===== config.mk =====
export PLATFORM = sky130hd
export DESIGN_NAME = csic_top
export DESIGN_NICKNAME = d
export VERILOG_FILES = /design/src/csic_pkg.sv /design/src/csic_route.sv /design/src/csic_top.sv
export SDC_FILE = /design/constraint.sdc
export NUM_CORES = 1
export LEC_CHECK = 0
export ABC_AREA = 1
export BUFFER_PORTS_ARGS = -buffer_cell sky130_fd_sc_hd__buf_2
export CORE_MARGIN = 5
export CORE_UTILIZATION = 42
export CTS_CLUSTER_DIAMETER = 40
export DETAILED_ROUTE_END_ITERATION = 7
export PLACE_DENSITY = 0.87
export SYNTH_ARGS = -nofsm -noshare
export SYNTH_HDL_FRONTEND = slang
export SYNTH_SLANG_ARGS = --single-unit

===== constraint.sdc =====
create_clock -name clk_sys -period 1.1 [get_ports clk_sys]
set_clock_uncertainty 0.05 [all_clocks]
set_input_delay 0.22 -clock clk_sys [delete_from_list [all_inputs] [get_ports clk_sys]]
set_output_delay 0.22 -clock clk_sys [all_outputs]
set_load 0.01 [all_outputs]

===== src/csic_pkg.sv =====
// package: register map, field layout and types for the card status irq block
package csic_pkg;
    // register byte addresses on apb
    localparam logic [7:0] CSIC_CFG_ADDR    = 8'h00; // routing and enables
    localparam logic [7:0] CSIC_STAT_ADDR   = 8'h04; // sticky status, write one to clear
    localparam logic [7:0] CSIC_MASK_ADDR   = 8'h08; // interrupt mask, one passes
    localparam logic [7:0] CSIC_CTRL_ADDR   = 8'h0C; // socket mode and removal reset enable
    localparam logic [7:0] CSIC_PINS_ADDR   = 8'h10; // live pin levels, read only
    // field positions of the configuration register
    localparam int CSIC_ROUTE_LSB  = 4;
    localparam int CSIC_DET_BIT    = 3;
    localparam int CSIC_RDY_BIT    = 2;
    localparam int CSIC_WARN_BIT   = 1;
    localparam int CSIC_DEAD_BIT   = 0;
    // control register bits
    localparam int CSIC_IOMODE_BIT = 0;
    localparam int CSIC_RRST_BIT   = 1;
    // reset values
    localparam logic [7:0] CSIC_CFG_RST  = 8'h00;
    localparam logic [3:0] CSIC_STAT_RST = 4'h0;
    localparam logic [3:0] CSIC_MASK_RST = 4'h0;
    localparam logic [1:0] CSIC_CTRL_RST = 2'h0;
    // routing codes
    localparam logic [3:0] CSIC_ROUTE_IRQ3  = 4'h3;
    localparam logic [3:0] CSIC_ROUTE_IRQ4  = 4'h4;
    localparam logic [3:0] CSIC_ROUTE_IRQ5  = 4'h5;
    localparam logic [3:0] CSIC_ROUTE_IRQ7  = 4'h7;
    localparam logic [3:0] CSIC_ROUTE_IRQ9  = 4'h9;
    localparam logic [3:0] CSIC_ROUTE_IRQ10 = 4'hA;
    localparam int CSIC_NUM_EVENTS = 4;

    // card status pins as one bundle (all active low on the socket)
    typedef struct packed {
        logic card_detect_a_n;
        logic card_detect_b_n;
        logic card_ready_busy_n;
        logic battery_warn_n;
        logic battery_status_change_n;
    } csic_pins_type;

    // isa style interrupt lines
    typedef struct packed {
        logic irq10;
        logic irq9;
        logic irq7;
        logic irq5;
        logic irq4;
        logic irq3;
    } csic_isa_type;
endpackage


===== src/csic_route.sv =====
// routing decoder: steers one interrupt level to an isa line or the pci line
`timescale 1ns/1ns
`default_nettype none
module csic_route
    import csic_pkg::*;
(
    // control
    input  wire logic         [3:0] route,
    input  wire logic               irq_level,
    // steered outputs
    output csic_isa_type            isa_irq,
    output logic                    pci_irq
);
    // decode routing code; zero and reserved codes fall to pci
    always_comb begin
        isa_irq = '0;
        pci_irq = 1'b0;
        case (route)
            CSIC_ROUTE_IRQ3:  isa_irq.irq3  = irq_level;
            CSIC_ROUTE_IRQ4:  isa_irq.irq4  = irq_level;
            CSIC_ROUTE_IRQ5:  isa_irq.irq5  = irq_level;
            CSIC_ROUTE_IRQ7:  isa_irq.irq7  = irq_level;
            CSIC_ROUTE_IRQ9:  isa_irq.irq9  = irq_level;
            CSIC_ROUTE_IRQ10: isa_irq.irq10 = irq_level;
            default:          pci_irq       = irq_level;
        endcase
    end
endmodule
`default_nettype wire


===== src/csic_top.sv =====
// card status change interrupt configuration with apb registers
`timescale 1ns/1ns
`default_nettype none
module csic_top
    import csic_pkg::*;
(
    // clock and reset
    input  wire logic               clk_sys,
    input  wire logic               rst_b,
    // apb slave
    input  wire logic               psel,
    input  wire logic               penable,
    input  wire logic               pwrite,
    input  wire logic         [7:0] paddr,
    input  wire logic        [31:0] pwdata,
    output logic             [31:0] prdata,
    output logic                    pready,
    output logic                    pslverr,
    // card pins
    input  wire csic_pins_type      card_pins,
    // interrupt outputs
    output logic                    irq_out,
    output csic_isa_type            isa_irq,
    output logic                    pci_irq
);
    // register state
    logic                 [7:0] cfg_reg;
    logic                 [7:0] cfg_next;
    logic                 [3:0] stat_reg;
    logic                 [3:0] stat_next;
    logic                 [3:0] mask_reg;
    logic                 [3:0] mask_next;
    logic                 [1:0] ctrl_reg;
    logic                 [1:0] ctrl_next;
    logic                [31:0] prdata_reg;
    logic                [31:0] prdata_next;
    logic                       pslverr_reg;
    logic                       pslverr_next;
    // pin history for edge detection
    csic_pins_type              pins_reg;
    logic                       pins_valid_reg;
    // per event decode
    logic                 [3:0] event_hit;
    logic                 [3:0] event_en;
    logic                 [3:0] clr_mask;
    logic                       wr_access;
    logic                       rd_access;
    logic                       addr_ok;
    logic                       io_mode;
    logic                       card_removed;
    logic                       removed_reg;
    logic                       removal_edge;
    logic                       batt_dead;

    // apb phases; read data and error fetched at setup so they stand in the access cycle
    assign wr_access = psel & penable & pwrite;
    assign rd_access = psel & ~penable & ~pwrite;
    assign pready    = 1'b1;
    assign prdata    = prdata_reg;
    assign pslverr   = pslverr_reg;
    assign io_mode   = ctrl_reg[CSIC_IOMODE_BIT];

    // address decode
    always_comb begin
        case (paddr)
            CSIC_CFG_ADDR,
            CSIC_STAT_ADDR,
            CSIC_MASK_ADDR,
            CSIC_CTRL_ADDR,
            CSIC_PINS_ADDR: addr_ok = 1'b1;
            default:        addr_ok = 1'b0;
        endcase
    end

    // card removal: both detect pins high
    assign card_removed = card_pins.card_detect_a_n & card_pins.card_detect_b_n;
    assign removal_edge = card_removed & ~removed_reg & pins_valid_reg;
    // battery dead shows as both voltage detects low in memory mode
    assign batt_dead = ~card_pins.battery_status_change_n & ~card_pins.battery_warn_n;

    // raw events from the card pins; ready and warn gated by mode, dead source chosen by mode, detect ungated
    always_comb begin
        event_hit = 4'h0;
        if (pins_valid_reg) begin
            event_hit[CSIC_DET_BIT] = (card_pins.card_detect_a_n != pins_reg.card_detect_a_n) |
                                      (card_pins.card_detect_b_n != pins_reg.card_detect_b_n);
            event_hit[CSIC_RDY_BIT] = ~io_mode & card_pins.card_ready_busy_n &
                                      ~pins_reg.card_ready_busy_n;
            event_hit[CSIC_WARN_BIT] = ~io_mode & ~card_pins.battery_warn_n &
                                       pins_reg.battery_warn_n;
            if (io_mode) begin
                event_hit[CSIC_DEAD_BIT] = ~card_pins.battery_status_change_n;
            end else begin
                event_hit[CSIC_DEAD_BIT] = batt_dead;
            end
        end
    end

    // enables taken from the configuration register
    assign event_en = cfg_reg[3:0];

    // write one to clear mask for the status register
    assign clr_mask = (wr_access && paddr == CSIC_STAT_ADDR) ? pwdata[3:0] : 4'h0;

    // next register values
    always_comb begin
        cfg_next     = cfg_reg;
        mask_next    = mask_reg;
        ctrl_next    = ctrl_reg;
        prdata_next  = prdata_reg;
        pslverr_next = 1'b0;
        if (wr_access) begin
            case (paddr)
                CSIC_CFG_ADDR:  cfg_next  = pwdata[7:0];
                CSIC_MASK_ADDR: mask_next = pwdata[3:0];
                CSIC_CTRL_ADDR: ctrl_next = pwdata[1:0];
                default:        ;
            endcase
        end
        // error flag decided in setup, stands through the access cycle
        if (psel && !penable) begin
            pslverr_next = ~addr_ok;
        end
        if (rd_access) begin
            case (paddr)
                CSIC_CFG_ADDR:  prdata_next = {24'h000000, cfg_reg};
                CSIC_STAT_ADDR: prdata_next = {28'h0000000, stat_reg};
                CSIC_MASK_ADDR: prdata_next = {28'h0000000, mask_reg};
                CSIC_CTRL_ADDR: prdata_next = {30'h00000000, ctrl_reg};
                CSIC_PINS_ADDR: prdata_next = {27'h0000000, card_pins};
                default:        prdata_next = 32'h00000000;
            endcase
        end
        // removal reset clears routing, wins over a write
        if (ctrl_reg[CSIC_RRST_BIT] && removal_edge) begin
            cfg_next[7:CSIC_ROUTE_LSB] = 4'h0;
        end
        // set beats clear in the same cycle
        stat_next = (stat_reg & ~clr_mask) | (event_hit & event_en);
    end

    // register update
    always_ff @(posedge clk_sys or negedge rst_b) begin
        if (!rst_b) begin
            cfg_reg        <= CSIC_CFG_RST;
            stat_reg       <= CSIC_STAT_RST;
            mask_reg       <= CSIC_MASK_RST;
            ctrl_reg       <= CSIC_CTRL_RST;
            prdata_reg     <= 32'h00000000;
            pslverr_reg    <= 1'b0;
            pins_reg       <= '0;
            pins_valid_reg <= 1'b0;
            removed_reg    <= 1'b0;
        end else begin
            cfg_reg        <= cfg_next;
            stat_reg       <= stat_next;
            mask_reg       <= mask_next;
            ctrl_reg       <= ctrl_next;
            prdata_reg     <= prdata_next;
            pslverr_reg    <= pslverr_next;
            pins_reg       <= card_pins;
            pins_valid_reg <= 1'b1;
            removed_reg    <= card_removed;
        end
    end

    // one level interrupt, high while an unmasked flag is set
    assign irq_out = |(stat_reg & mask_reg);

    // steering of the interrupt level
    csic_route u_route (
        .route     (cfg_reg[7:CSIC_ROUTE_LSB]),
        .irq_level (irq_out),
        .isa_irq   (isa_irq),
        .pci_irq   (pci_irq)
    );
endmodule
`default_nettype wire


==> results of run 1 <==
## layout make-up
class	instances	area (µm²)	share of cell area [%]
clock inverter	2	10.01	0.3828
timing repair buffer	86	586.8	22.44
tap	52	65.06	2.488
multi-input combinational	171	933.4	35.69
sequential	33	825.8	31.58
clock buffer	6	72.57	2.775
inverter	31	121.4	4.641
## logic make-up after synthesis
group / after synthesis
simple gates: 112
xor+xnor: 2
flops: 33
compound gates: 31
buf+inv: 57
other cells: 2
## path summary, 6_finish.rpt
kind	to	slack, ns
worst max-delay path	isa_irq[5]	-0.54
worst min-delay path	pins_reg[2]	0.03
worst max register to register	stat_reg[3]	0.06
worst min register to register	stat_reg[1]	0.45
max in group asynchronous	prdata[5]	0.46
min in group asynchronous	pins_reg[3]	0.36
## power by group through the flow
stage                     combinational (mW)  sequential, mW  clock (mW)
final                                  0.407            1.29       0.857
after global routing                   0.450            1.29       0.924
after CTS                              0.388            1.28       0.885
after detailed placement               0.379            1.31           0
after global placement                 0.369            1.30           0
after floorplan                        0.232            1.31           0
## synth_stat cells (3+ instances only)
cell      n  share of area (%)
a21oi_1   6                1.6
buf_4    25                9.7
dfrtp_1  33                 43
inv_1    28                5.4
nand2_1  39                7.6
nand2_2   3               0.97
nand3_1  24                6.2
nand3_2   3                1.6
nand4_1   7                2.3
nor2_1   22                4.3
nor2_2    5                1.6
o21ai_0   6                1.6
o21ai_1  11                2.8
## routing by layer
layer	track usage (%)	up-vias	routed length, µm
met2	28.13	56	2558
met3	5.556	10	380
met1	18.62	845	1885
met4	6.357	0	87
li1	-	902	-
met5	0	-	0
## through the flow
| step | TNS (ns) | cell area (µm²) | cells |
|---|---|---|---|
| floorplan | -0.6144 | 2038 | 261 |
| global placement | -4.357 | 2395 | 363 |
| detailed placement | -5.674 | 2395 | 363 |
| CTS | -4.267 | 2521 | 375 |
| global route | -4.855 | 2615 | 381 |
| finish | -4.163 | 2615 | 381 |
## timing repair
item,in CTS,in global routing
endpoints found under the setup margin,12,21
hold endpoints to repair,33,0
pin swaps,1,5
gates resized for setup,2,11
hold buffers,1,0
buffers inserted,3,7
## placed cells by master (no fill, tap or decap), drive strengths merged
master	synthesis	final
conb	2	26
nand2	44	44
or2	2	2
dlygate4sd3	0	1
nand3	27	27
xor2	2	2
inv	31	31
o21ai	18	18
nor4	1	1
buf	26	85
nor3	1	1
clkbuf	0	6
o211ai	1	1
clkinv	0	2
a21oi	6	6
nor2	30	30
a22o	2	2
dfrtp	33	33
nand4	7	7
a221oi	1	1
o31ai	3	3
==> summary.md, run 1 <==
| Metric | Value |
|---|---|
| Tot Pwr | `2.551 mW` |
| TritonCTS Buffers | `5` |
| Kind of critical path | `flip-flop to output pin` |
| WP depth | `4` |
| Switching Share | `26.78%` |
| Clock-pin slew on the worst setup and hold paths | `0.07 ns` |
| Delay-heaviest family, CP | `flip-flops` |
| Antenna diodes | `0` |
| Row count | `24` |
| Register share of total power | `50.5%` |
| Critical Path Start | `stat_reg[3]` |
| Min-Delay Path Depth | `1` |
| Post-synthesis mux area share | `0%` |
| Core ar. | `4414 µm²` |
| Area grow syn2layout | `35.28%` |
| Worst hold path type | `input port to flip-flop` |
| Worst path cell trace | `a22o_1 > nor2_4 > nor2_1 > buf_2` |
| Worst Hold Slack | `0.02948 ns` |
| Worst path max stage delay | `0.38 ns` |
| P per Cell Area | `975.5 nW/µm²` |
| Hold Startpoint | `card_pins[2]` |
| Post-synthesis cell count | `237` |
| Routed Antenna Nets | `0` |
| CTS Sinks | `33` |
| DR DRC count | `0` |
| Vias per cell | `4.759` |
| First-pass GRT wire length | `7.962 mm` |
| Worst-skew pair later-pin latency | `0.28 ns` |
| Fmax | `610.5 MHz` |
| Crit path buf inv count | `1` |
| Top FF cell, synth | `dfrtp_1` |
| GPL Wtd Cong | `0.8670` |
| NumNets Final | `378` |
| GRT overflow | `0` |
| #FFs+latches synth | `33` |
| Pleak | `1.492 nW` |
| DRT Pass-1 Iters | `4` |
| Sequential-to-total area share from yosys stat | `42.72%` |
| # fillers | `398` |
| CP required | `0.83 ns` |
| Clock power share | `33.6%` |
| Worst VDD drop | `0.0006005 V` |
| Vias | `1813` |
| P_int | `1.868 mW` |
| Ports | `92` |
| Yosys warns | `0` |
| Largest net degree at the start of global routing | `34` |
| Max FO, Critical Path | `8` |
| Initial antenna violation count | `0` |
| Overall Global Routing Usage | `16.38%` |
| Post-Synth Simple-Gate Area | `29.84%` |
| CTS root buf | `clkbuf_8` |
| Fraction of layout cells with a size suffix above 1 | `38.60%` |
| Data arrival, critical path | `1.37 ns` |
| Net switching power | `0.6833 mW` |
| Largest family of logic cells by synthesized area | `simple AND/OR/NAND/NOR gates` |
| Routed WL | `4.911 mm` |
| Synth Area in XOR/XNOR | `0.9061%` |
| Final setup margin | `-0.5379 ns` |
| Die area | `6059 µm²` |
| DRT iter0 DRCs | `79` |
| Compound-Gate Fraction of Synth Area | `9.579%` |
| Unrepaired setup endpoints after global routing | `yes` |
| Status | `complete, but fails checks` |
| CP Capture Type | `output pin` |
| Initial core utilization | `43.79%` |
| Port buffer count | `42` |
| Pre-CTS WS | `-0.2266 ns` |
| Per-cell routed wire length | `12.89 µm` |
| Max-slew violations | `0` |
| Longest Clk Path Bufs | `2` |
| Die Y | `77.84 µm` |
| Final setup vio count | `8` |
| Synthesized area | `1933 µm²` |
| Violated checks | `negative setup slack` |
| Post-synthesis area per instance | `8.157 µm²` |
| Crit-path slowest cell | `dfrtp_1` |
| Startpoint Class | `flip-flop` |
| Fin crit period | `1.638 ns` |
| Asr flop ratio synth | `100.0%` |
| Final period util | `148.9%` |
| Number of global-route vias before repair | `1791` |
| Final Hold Vio Count | `0` |
| Comb pwr share | `16.0%` |
| Reg-to-Reg Start | `pins_reg[3]` |
| Post-layout util | `59.24%` |
| Chip width | `77.84 µm` |
| Synth unique cells | `30` |
| CTS tree | `done` |
| FF-to-FF path depth | `3` |
| Htree depth | `2` |
| Final HPWL DP | `3.780 mm` |
| EDFF count, synth | `0` |
| Max_cap viols | `0` |
| Synth Area in Adders | `0%` |
(Power assumes the default switching activity.)
==> run 2, diff against run 1 <==
==> constraint.sdc (replaced) <==
create_clock -name clk_sys -period 1.1 [get_ports clk_sys]
set_clock_uncertainty 0.05 [all_clocks]
set_input_delay 0.055 -clock clk_sys [delete_from_list [all_inputs] [get_ports clk_sys]]
set_output_delay 0.055 -clock clk_sys [all_outputs]
set_load 0.01 [all_outputs]
==> summary.md, run 2 (same netlist as run 1, synthesis figures left out) <==
| Metric | Value |
|---|---|
| Die area | `6059 µm²` |
| Initial antenna violation count | `0` |
| Port buffer count | `42` |
| Final setup vio count | `8` |
| Row count | `24` |
| Worst hold path type | `input port to flip-flop` |
| Final setup margin | `-0.3748 ns` |
| Kind of critical path | `flip-flop to output pin` |
| Routed Antenna Nets | `0` |
| Antenna diodes | `0` |
| Per-cell routed wire length | `13.15 µm` |
| Final Instance Count excl. Fillers | `374` |
| Vias | `1861` |
| DR DRC count | `0` |
| Largest net degree at the start of global routing | `34` |
| GRT overflow | `0` |
| GPL Wtd Cong | `0.8455` |
| Violated checks | `negative setup slack` |
| DRT iter0 DRCs | `132` |
| Unrepaired setup endpoints after global routing | `yes` |
| Fmax | `678.1 MHz` |
| Worst-skew pair later-pin latency | `0.29 ns` |
| Max-slew violations | `0` |
| NumNets Final | `371` |
| Fraction of layout cells with a size suffix above 1 | `34.16%` |
| TritonCTS Buffers | `5` |
| Initial core utilization | `43.79%` |
| CTS root buf | `clkbuf_8` |
| Area of placed instances | `2282 µm²` |
| Data arrival, critical path | `1.37 ns` |
| Clock-pin slew on the worst setup and hold paths | `0.07 ns` |
| Chip width | `77.84 µm` |
| Reg area | `825.8 µm²` |
| Startpoint Class | `flip-flop` |
| Ports | `92` |
| Pleak | `1.446 nW` |
| Number of global-route vias before repair | `1754` |
| Die Y | `77.84 µm` |
| Multi-input logic area | `924.6 µm²` |
| Post-Layout Inst Area | `2574 µm²` |
| DRT Pass-1 Iters | `5` |
| Overall Global Routing Usage | `15.80%` |
| Commonest non-fill, non-tap cells in the layout | `buf_2 (42), nand2_1 (39), dfrtp_1 (33)` |
| CTS tree | `done` |
| Worst VDD drop | `0.0008135 V` |
| CP Capture Type | `output pin` |
| P per Cell Area | `1113 nW/µm²` |
| Max_cap viols | `0` |
| Htree depth | `2` |
| First-pass GRT wire length | `7.686 mm` |
| Status | `complete, but fails checks` |
| Final period util | `134.1%` |
| Final Hold Vio Count | `0` |
| # fillers | `382` |
| Longest Clk Path Bufs | `2` |
| Vias per cell | `4.976` |
| Area grow syn2layout | `33.14%` |
| CP required | `1.00 ns` |
| Final HPWL DP | `3.722 mm` |
| CTS Sinks | `33` |
| Core ar. | `4414 µm²` |
| Commonest non-fill, non-tap cell in the layout | `buf_2` |
| Max FO, Critical Path | `8` |
| Fin crit period | `1.475 ns` |
| Routed WL | `4.919 mm` |
| Cell Count Post-Placement | `353` |
| Fin Setup TNS | `-2.884 ns` |
-- run 2: changes by cell type in the layout (fill, tap and decap cells not counted), moves of 2 or more --
cell           change
buf_4             -17
dlygate4sd3_1     +12
buf_2              +3
buf_6              -3
o21ai_1            -3
buf_12             -2
clkinv_2           -2
nor2_2             +2
o21ai_2            +2
-- run 2: per-layer routing --
layer,share of wire [%],GRT usage (%),up-vias
met5,0,0,-
li1,-,-,882
met3,11,4.514,19
met4,2.4,7.388,0
met2,48,25.96,103
met1,39,18.96,857
-- run 2: final cells by class --
class	instances	share of cell area, %
Timing Repair Buffer	79	20.22
Tap cell	52	2.528
Inverter	31	4.716
Sequential cell	33	32.09
Clock buffer	7	3.354
Multi-Input combinational cell	171	35.93
Clock inverter	1	1.167
-- run 2: through the flow --
step                      utilization (%)  hold slack (ns)  worst slack, ns  total power, mW
after floorplan                         -          -0.2906         0.001694            1.541
after CTS                           57.45         0.001334          -0.3525            2.873
after detailed placement            51.70          0.05525          -0.1301            1.654
after global routing                58.30          0.03108          -0.4374            2.964
after global placement              51.70          0.04769         -0.06050            1.643
final                               58.30         0.006786          -0.3748            2.864
-- run 2: final timing paths --
check	slack [ns]	startpoint	depth (start not counted)	endpoint
worst min-delay path	0.007	penable	4	pslverr
max in group asynchronous	0.43	rst_b	3	cfg_reg[0]
worst min register to register	0.43	prdata[3]	2	prdata[3]
worst max register to register	0.02	stat_reg[0]	5	prdata[0]
min in group asynchronous	0.26	rst_b	3	prdata[6]
worst max-delay path	-0.37	mask_reg[3]	4	isa_irq[5]
-- run 2: where the power goes --
| group | total, mW | switching [mW] | internal (mW) |
|---|---|---|---|
| Sequential | 1.29 | 0.0266 | 1.26 |
| Combinational | 0.394 | 0.232 | 0.162 |
| Clock | 1.18 | 0.446 | 0.738 |
-- run 2: critical path: stages, from the launching register on --
cell and delay, ns:
dfrtp_1 0.40, a22o_1 0.25, nor2_4 0.21, nor2_1 0.08, buf_2 0.14
-- run 2: what timing repair did --
| item | CTS | global route |
|---|---|---|
| hold endpoints to repair | 47 | 1 |
| resized for setup | 5 | 10 |
| hold buffers | 13 | 1 |
| buffers inserted | 0 | 0 |
| endpoints found under the setup margin | 10 | 15 |
| pin swaps | 5 | 4 |
==> run 3, diff against run 2 <==
SETUP_SLACK_MARGIN = 0.05   (was unset)
==> summary.md, run 3 (same netlist as run 1, synthesis figures left out) <==
| Metric | Value |
|---|---|
| Status | `complete, but fails checks` |
| Violated checks | `negative setup slack` |
| Initial antenna violation count | `0` |
| Worst path cell trace | `a22o_1 > nor2_4 > nor2_1 > buf_2` |
| Routed Antenna Nets | `0` |
| Die Y | `77.84 µm` |
| Max FO, Critical Path | `8` |
| CTS Sinks | `33` |
| CTS root buf | `clkbuf_8` |
| Htree depth | `2` |
| GPL Wtd Cong | `0.8370` |
| Pre-CTS WS | `-0.08940 ns` |
| Fmax | `671.8 MHz` |
| Vias | `1835` |
| Core ar. | `4414 µm²` |
| Pleak | `1.471 nW` |
| DRT Pass-1 Iters | `4` |
| Post-layout util | `59.95%` |
| Fin crit period | `1.489 ns` |
| Worst VDD drop | `0.0005783 V` |
| Initial core utilization | `43.79%` |
| Vias per cell | `4.880` |
| First-pass GRT wire length | `7.555 mm` |
| Per-cell routed wire length | `13.34 µm` |
| Final setup vio count | `8` |
| Crit-path slowest cell | `dfrtp_1` |
| DRT iter0 DRCs | `110` |
| Fraction of layout cells with a size suffix above 1 | `40.12%` |
| CP Capture Type | `output pin` |
| Antenna diodes | `0` |
| Final period util | `135.3%` |
| Startpoint Class | `flip-flop` |
| Commonest non-fill, non-tap cells in the layout | `buf_2 (42), nand2_1 (36), dfrtp_1 (32)` |
| Kind of critical path | `flip-flop to output pin` |
| Clock-pin slew on the worst setup and hold paths | `0.06 ns` |
| Reg area | `827.0 µm²` |
| Worst-skew pair later-pin latency | `0.29 ns` |
| Data arrival, critical path | `1.38 ns` |
| Commonest non-fill, non-tap cell in the layout | `buf_2` |
| Chip width | `77.84 µm` |
| Routed WL | `5.014 mm` |
| Max_cap viols | `0` |
| Row count | `24` |
| Port buffer count | `42` |
| Unrepaired setup endpoints after global routing | `yes` |
| Final Hold Vio Count | `0` |
| DR DRC count | `0` |
| # fillers | `387` |
| Worst hold path type | `input port to flip-flop` |
| NumNets Final | `374` |
| Number of global-route vias before repair | `1745` |
| Overall Global Routing Usage | `15.36%` |
| Worst path max stage delay | `0.39 ns` |
| CP required | `1.00 ns` |
| TritonCTS Buffers | `5` |
| Multi-input logic area | `982.2 µm²` |
| Max-slew violations | `0` |
| Final setup margin | `-0.3885 ns` |
| Area grow syn2layout | `36.89%` |
| Die area | `6059 µm²` |
| P per Cell Area | `981.8 nW/µm²` |
| GRT overflow | `0` |
| Longest Clk Path Bufs | `2` |
| Final HPWL DP | `3.552 mm` |
| Largest net degree at the start of global routing | `34` |
| CTS tree | `done` |
| Ports | `92` |
run 3: cell types whose count changed in the layout (fill, tap and decap cells not counted), moves of 2 or more:
cell | before | now
nand3_2 | 4 | 12
nand3_1 | 22 | 15
buf_6 | 0 | 5
dlygate4sd3_1 | 13 | 9
nand2_1 | 39 | 36
nand2_2 | 3 | 6
o21ai_0 | 5 | 2
o21ai_1 | 10 | 12
run 3: what timing repair did:
item                                    in CTS  in global routing
buffers inserted                             1                  7
hold endpoints to repair                    42                  0
endpoints found under the setup margin      13                 16
pin swaps                                    3                 23
hold buffers                                 9                  0
gates resized for setup                      4                 32
run 3: power breakdown:
part,switching [mW],total (mW),internal (mW)
Combinational,0.235,0.402,0.167
Sequential,0.0273,1.29,1.26
Clock,0.414,0.909,0.495
Total,0.676,2.60,1.92
run 3: final cells by class:
| class | instances | area share, % |
|---|---|---|
| multi-input combinational | 171 | 37.12 |
| timing repair buffer | 82 | 21.32 |
| sequential | 33 | 31.25 |
| inverter | 31 | 4.586 |
| tap | 52 | 2.459 |
| clock buffer | 7 | 3.262 |
run 3: metal layers:
metal  routed length, µm  up-vias  global-route usage [%]
met3                 361        8                   5.440
met4                  56        0                   4.983
li1                    -      893                       -
met5                   0        -                       0
met2                2599       68                   26.38
met1                1997      866                   17.72
run 3: per-stage QoR:
stage          std cells  hold slack (ns)  power [mW]  setup TNS, ns  area, µm²
3_5_place_dp         354         -0.02654       1.659        -0.7422       2312
3_3_place_gp         354         -0.02656       1.647        -0.1946       2312
4_1_cts              371         0.002978       2.600         -2.955       2501
5_1_grt              376         0.009766       2.724         -3.463       2646
2_1_floorplan        261          -0.2906       1.542              0       2036
6_report             376         0.005372       2.598         -3.033       2646
run 3: worst paths after layout:
| check | slack, ns | depth (start not counted) | start | to |
|---|---|---|---|---|
| worst min register to register | 0.43 | 2 | prdata[2] | prdata[2] |
| worst min-delay path | 0.005 | 3 | card_pins[4] | removed_reg |
| max in group asynchronous | 0.61 | 3 | rst_b | pins_reg[4] |
| worst max-delay path | -0.39 | 4 | mask_reg[1] | isa_irq[2] |
| min in group asynchronous | 0.21 | 3 | rst_b | cfg_reg[7] |
| worst max register to register | 0.06 | 5 | ctrl_reg[1] | cfg_reg[5] |
run 3: critical path, delay by kind of cell, from the launching register on:
| kind | cells | cell delay (ns) |
|---|---|---|
| buf+inv | 1 | 0.14 |
| flops | 1 | 0.39 |
| simple gates | 2 | 0.29 |
| compound gates | 1 | 0.27 |
